$ cat config.mk
export PLATFORM = sky130hd
export DESIGN_NAME = slot_check_flat
export DESIGN_NICKNAME = d
export VERILOG_FILES = /design/src/hdl/pair_check_pkg.sv /design/src/hdl/slot_bus_if.sv /design/src/hdl/slot_check.sv /design/src/flat_wrapper.sv
export SDC_FILE = /design/constraint.sdc
export NUM_CORES = 1
export LEC_CHECK = 0
export BUFFER_PORTS_ARGS = -buffer_cell sky130_fd_sc_hd__buf_2
export CAP_MARGIN = 40
export CORE_MARGIN = 5
export CORE_UTILIZATION = 11
export DETAILED_ROUTE_END_ITERATION = 7
export PLACE_DENSITY = 0.83
export SKIP_LAST_GASP = 1
export SYNTH_ARGS = -nofsm -noshare
export SYNTH_HDL_FRONTEND = slang
export SYNTH_SLANG_ARGS = --single-unit
$ cat constraint.sdc
create_clock -name vclk -period 1.8
set_clock_uncertainty 0.1 [all_clocks]
set_input_delay 0.36 -clock vclk [all_inputs]
set_output_delay 0.36 -clock vclk [all_outputs]
set_load 0.03 [all_outputs]
$ cat src/hdl/pair_check_pkg.sv
package pair_check_pkg;

	// operator resource bits, one per unit
	localparam int OP_W          = 6;
	localparam int OP_DALU       = 0;
	localparam int OP_DSHIFT     = 1;
	localparam int OP_DSWAP      = 2;
	localparam int OP_ASWAP      = 3;
	localparam int OP_AALU       = 4;
	localparam int OP_PUNIT      = 5;

	// resource limits per pair
	localparam int DA_MAX        = 2;
	localparam int CA_MAX        = 1;
	localparam int SA_MAX        = 1;
	localparam int DR_MAX        = 2;
	localparam int CR_MAX        = 1;
	localparam int DW_MAX        = 2;
	localparam int ACB_MAX       = 1;
	localparam int CNT_W         = 2;

	// register-file write targets and status bits
	localparam int REG_W         = 32;
	localparam int ST_W          = 16;
	localparam int IDX_W         = 4;

	// instruction class codes
	localparam int CLS_W         = 5;
	typedef enum logic [CLS_W-1:0] {
		CLS_PLAIN      = 5'h00,
		CLS_BRANCH     = 5'h01,
		CLS_BRANCH_FAR = 5'h02,
		CLS_CALL       = 5'h03,
		CLS_CALL_FAR   = 5'h04,
		CLS_RETURN     = 5'h05,
		CLS_RETINT     = 5'h06,
		CLS_IDLE       = 5'h07,
		CLS_REPEAT     = 5'h08,
		CLS_INTR       = 5'h09,
		CLS_TRAP       = 5'h0A,
		CLS_RESET      = 5'h0B,
		CLS_STBIT      = 5'h0C,
		CLS_DPLOAD     = 5'h0D,
		CLS_RETALOAD   = 5'h0E,
		CLS_RETASTORE  = 5'h0F,
		CLS_RPTCREAD   = 5'h10,
		CLS_ROUND      = 5'h11,
		CLS_PUSH       = 5'h12,
		CLS_POP        = 5'h13,
		CLS_SWAP       = 5'h14,
		CLS_DELAY      = 5'h15
	} instrClass_t;

	// memory addressing mode codes
	typedef enum logic [2:0] {
		AM_NONE      = 3'h0,
		AM_INDIRECT  = 3'h1,
		AM_ABS16     = 3'h2,
		AM_ABS23     = 3'h3,
		AM_PORTABS   = 3'h4,
		AM_OFFSET16  = 3'h5,
		AM_DIRECT    = 3'h6
	} addrMode_t;

	// coefficient pointer forms
	typedef enum logic [1:0] {
		CP_PLAIN = 2'h0,
		CP_INC   = 2'h1,
		CP_DEC   = 2'h2,
		CP_INDEX = 2'h3
	} coefForm_t;

	// memory operand width modifiers
	typedef enum logic [1:0] {
		MW_WORD = 2'h0,
		MW_LONG = 2'h1,
		MW_DUAL = 2'h2,
		MW_BYTE = 2'h3
	} memWidth_t;

	// accumulator half select codes
	localparam logic [1:0] ACC_FULL  = 2'h0;
	localparam logic [1:0] ACC_UPPER = 2'h1;
	localparam logic [1:0] ACC_LOWER = 2'h2;

	// pointer modification codes
	localparam logic [1:0] PM_NONE = 2'h0;
	localparam logic [1:0] PM_INC  = 2'h1;
	localparam logic [1:0] PM_DEC  = 2'h2;
	localparam logic [1:0] PM_IDX  = 2'h3;

	// decoded view of one instruction slot
	typedef struct packed {
		logic               valid;
		instrClass_t        cls;
		logic               parEnable;
		logic               softDualOk;
		addrMode_t          mode;
		logic               isMmr;
		logic               ioAccess;
		logic               ioLegal;
		memWidth_t          width;
		logic               byteHigh;
		logic               hasQualifier;
		logic               modStackPtr;
		logic               usesCoef;
		logic               coefUns;
		coefForm_t          coefForm;
		logic               usesXY;
		logic               xUns;
		logic               yUns;
		logic [1:0]         accHalf;
		logic [OP_W-1:0]    ops;
		logic [CNT_W-1:0]   daUse;
		logic               caUse;
		logic               saUse;
		logic [CNT_W-1:0]   drUse;
		logic               crUse;
		logic [CNT_W-1:0]   dwUse;
		logic               acbUse;
		logic [REG_W-1:0]   regWrites;
		logic [REG_W-1:0]   swapRegs;
		logic [ST_W-1:0]    stWrites;
		logic               ptrMod;
		logic [IDX_W-1:0]   ptrIdx;
		logic [1:0]         ptrKind;
	} slot_t;

endpackage : pair_check_pkg

$ cat src/hdl/slot_bus_if.sv
`timescale 1ns/1ns
// per-slot legality summary between the slot checker and the pair logic
interface slot_bus_if;
	import pair_check_pkg::*;
	logic               ioFault;
	logic               mmrByteFault;
	logic               noPair;
	logic               noRepeat;
	logic               forbidQual;
	logic               stackCall;
	modport source  (output ioFault, mmrByteFault, noPair, noRepeat, forbidQual, stackCall);
	modport user    (input  ioFault, mmrByteFault, noPair, noRepeat, forbidQual, stackCall);
endinterface : slot_bus_if

$ cat src/hdl/slot_check.sv
`timescale 1ns/1ns
// classifies one decoded instruction slot
module slot_check (
	input  wire pair_check_pkg::slot_t slot,
	slot_bus_if.source                 sb
);
	import pair_check_pkg::*;

	// byte access to a memory-mapped register
	assign sb.mmrByteFault = slot.valid & slot.isMmr & (slot.width == MW_BYTE);
	// long-offset or delay forms may not reach I/O space
	wire ioBadOffset = slot.ioAccess & (slot.mode == AM_OFFSET16);
	wire ioBadDelay  = slot.ioAccess & (slot.cls == CLS_DELAY);
	assign sb.ioFault = slot.valid & (ioBadOffset | ioBadDelay | (slot.ioAccess & ~slot.ioLegal));

	// classes and modes that may never share the cycle
	wire wideMode = (slot.mode == AM_ABS16) | (slot.mode == AM_ABS23) | (slot.mode == AM_PORTABS)
		| (slot.mode == AM_OFFSET16);
	wire loneCls  = (slot.cls == CLS_BRANCH_FAR) | (slot.cls == CLS_CALL_FAR) | (slot.cls == CLS_IDLE)
		| (slot.cls == CLS_INTR) | (slot.cls == CLS_RESET) | (slot.cls == CLS_TRAP);
	assign sb.noPair     = slot.valid & (wideMode | loneCls);
	assign sb.forbidQual = slot.valid & slot.hasQualifier;

	// stack-using flow classes
	assign sb.stackCall = slot.valid & ((slot.cls == CLS_CALL) | (slot.cls == CLS_CALL_FAR)
		| (slot.cls == CLS_PUSH) | (slot.cls == CLS_POP) | (slot.cls == CLS_RETURN)
		| (slot.cls == CLS_RETINT) | (slot.cls == CLS_TRAP) | (slot.cls == CLS_INTR));

	// classes that a single-repeat may not repeat
	assign sb.noRepeat = slot.valid & (slot.cls != CLS_PLAIN) & (slot.cls != CLS_PUSH)
		& (slot.cls != CLS_POP) & (slot.cls != CLS_SWAP) & (slot.cls != CLS_DELAY)
		| slot.valid & (slot.mode == AM_ABS23);

endmodule : slot_check

$ cat src/flat_wrapper.sv
// flat-port wrapper written by rule: the top's interface ports become plain ports
module slot_check_flat import pair_check_pkg::*;
  (slot, sb_ioFault, sb_mmrByteFault, sb_noPair, sb_noRepeat, sb_forbidQual, sb_stackCall);
  slot_bus_if sb_i ();
  input  wire pair_check_pkg::slot_t slot;
  output wire logic [$bits(sb_i.ioFault)-1:0] sb_ioFault;
  output wire logic [$bits(sb_i.mmrByteFault)-1:0] sb_mmrByteFault;
  output wire logic [$bits(sb_i.noPair)-1:0] sb_noPair;
  output wire logic [$bits(sb_i.noRepeat)-1:0] sb_noRepeat;
  output wire logic [$bits(sb_i.forbidQual)-1:0] sb_forbidQual;
  output wire logic [$bits(sb_i.stackCall)-1:0] sb_stackCall;
  assign sb_ioFault = sb_i.ioFault;
  assign sb_mmrByteFault = sb_i.mmrByteFault;
  assign sb_noPair = sb_i.noPair;
  assign sb_noRepeat = sb_i.noRepeat;
  assign sb_forbidQual = sb_i.forbidQual;
  assign sb_stackCall = sb_i.stackCall;
  slot_check u_core (.slot(slot), .sb(sb_i));
endmodule
==> flow_metrics.env <==
export IMPL_num_clock_buffers=0
export IMPL_post_synth_instance_area_um2=216
export IMPL_postLayoutSetupSlackWorst_ns=0.0182
export IMPL_drt_pass1_iter_count=3
export IMPL_drt_vias_per_instance=4.10
export IMPL_critical_path_required_ns=1.34
export IMPL_pwr_density_cell_nw_per_um2=253
export IMPL_synth_cell_type_count=23
export IMPL_average_wire_length_per_cell_after_detail_routing_um=11.2
export IMPL_grt_start_max_net_pins=11
export IMPL_synthesized_instance_count=32
export IMPL_final_max_slew_viols=0
export IMPL_ios=137
export IMPL_slowest_stage_cell_crit_path="a211oi_1"
export IMPL_slew_headroom_pct=78.3
export IMPL_sequential_cell_total=0
export IMPL_drc=0
export IMPL_grt_antenna_before_repair=0
export IMPL_floorplan_die_height_um=54.4
export IMPL_startpoint_type="input port"
export IMPL_min_delay_path_class="in2out"
export IMPL_final_setup_viol_count=0
export IMPL_yosys_warnings=0
export IMPL_seq_area_frac_synth_pct=0
export IMPL_syn2layout_area_growth_pct=82.7
export IMPL_cell_by_cell_listing_of_the_critical_path="buf_2, xor2_1, a211oi_1, o2bb2ai_2, buf_2"
export IMPL_route_final_wire_length_um=862
export IMPL_p_leak_uw=0.000162
export IMPL_final_min_period_over_clock_period_pct=99.0
export IMPL_core_area_um2=1920
export IMPL_rows=16
export IMPL_die_width_um=54.4
export IMPL_dr_first_iter_drc_count=1
export IMPL_endpoint_kind="output port"
export IMPL_route_antenna_remaining_nets=0
export IMPL_area_sequential_um2=0
export IMPL_worst_slew_pin_slew_ns=0.324
export IMPL_irDropWorstVdd_uv=52.9
export IMPL_synth_area_leader_cell="nor4b_1"
export IMPL_initial_cell_density_of_the_core_pct=11.3
export IMPL_final_nets=183
export IMPL_timing_hold_violations_final=0
export IMPL_grt_usage_pct=5.22
export IMPL_timing_worst_setup_path_type="in2out"
export IMPL_run_status="completed"
export IMPL_synthesis_nets=163
export IMPL_crit_path_frequent_cell="buf_2"
export IMPL_synthTopCellsByArea="nor4b_1 8.1%, xnor2_1 8.1%, xor2_1 8.1%, buf_2 6.9%, and2_1 5.8%"
export IMPL_fraction_of_final_layout_cells_with_drive_strength_greater_than_1_pct=54.0
export IMPL_rsz0062_at_grt="true"
export IMPL_syn_mean_instance_area_um2=6.76
export IMPL_synth_top_cell_area_share_pct=8.09
export IMPL_dr_total_vias=316
export IMPL_post_place_ws_ns=0.00514
export IMPL_globalRoute_totalOverflow=0
export IMPL_num_antenna_cells=0
export IMPL_wire_length_of_the_first_global_routing_pass_mm=1.19
export IMPL_postCtsSetupBuffers=0
export IMPL_max_cap_violations=0
export IMPL_worstPathMaxFanout=7
export IMPL_final_core_util_pct=20.6
export IMPL_dpl_hpwl_um=728
export IMPL_timing_fmax_mhz=561
export IMPL_count_of_input_and_output_buffers=21
export IMPL_min_period_ns=1.78
export IMPL_critical_path_max_stage_delay_ns=0.35
export IMPL_grt_pass1_vias=304
export IMPL_finalWeightedCongestion=0.589
export IMPL_floorplan_die_area_um2=2960
export IMPL_cp_arrival_ns=1.32
cell usage in the layout (no fill, tap or decap), types with 2 or more instances in the layout:
| master | synthesis | routed |
|---|---|---|
| nor2_1 | 2 | 2 |
| xor2_1 | 2 | 2 |
| nand2_1 | 2 | 2 |
| buf_4 | 0 | 2 |
| nor4b_2 | 0 | 2 |
| a21oi_1 | 2 | 2 |
| xnor2_1 | 2 | 2 |
| and2_1 | 2 | 2 |
| buf_2 | 3 | 18 |
cells by family after synthesis:
| group | share of synthesized area [%] |
|---|---|
| buf+inv | 8.67 |
| xor+xnor | 16.2 |
| simple gates | 41.1 |
| compound gates | 34.1 |
area by class of cell:
cell class | count | area (um^2)
inverter | 1 | 3.75
tap | 27 | 33.8
multi-input combinational | 28 | 241
fill | 228 | 1530
timing repair buffer | 21 | 116
synth_stat cells, types with 2 or more instances:
cell / instances
a21oi_1: 2
and2_1: 2
buf_2: 3
nand2_1: 2
nor2_1: 2
nor4b_1: 2
xnor2_1: 2
xor2_1: 2
stage by stage:
step	std cells	total power, uW	hold WS [ns]	area (um^2)	setup TNS [ns]
after global placement	77	83.9	0.913	347	0
after detailed placement	77	88.4	0.933	347	0
after CTS	77	88.7	0.933	347	0
after floorplan	32	55.4	0.776	223	0
after global routing	77	108	0.948	395	-0.0344
final	77	99.8	0.941	395	0
power breakdown:
group          switching (uW)  internal (uW)  leakage [uW]
Sequential                  0              0             0
Clock                       0              0             0
Combinational            57.3           42.6      0.000162
path summary, 6_finish.rpt:
kind | from | to | depth (start not counted) | slack, ns
hold / removal | slot[117] | sb_ioFault | 3 | 0.94
setup / recovery | slot[128] | sb_noPair | 5 | 0.02
critical path: cells and delay by family:
kind            cells  cell delay (ns)
buf+inv             2             0.33
compound gates      2             0.44
xor+xnor            1             0.19
repair_timing:
item | 4_1_cts | 5_1_grt
hold buffers | 0 | 0
gates resized for setup | 0 | 13
endpoints found under the setup margin | 0 | 2
metal layers:
layer  vias up  GRT usage [%]  share of wire, %
met3         0              0               4.6
met2         7           12.9                64
met4         0          0.415                 0
met5         -              0                 0
met1       151           4.33                32
li1        158              -                 -
Power figures use the tool's default switching activity.
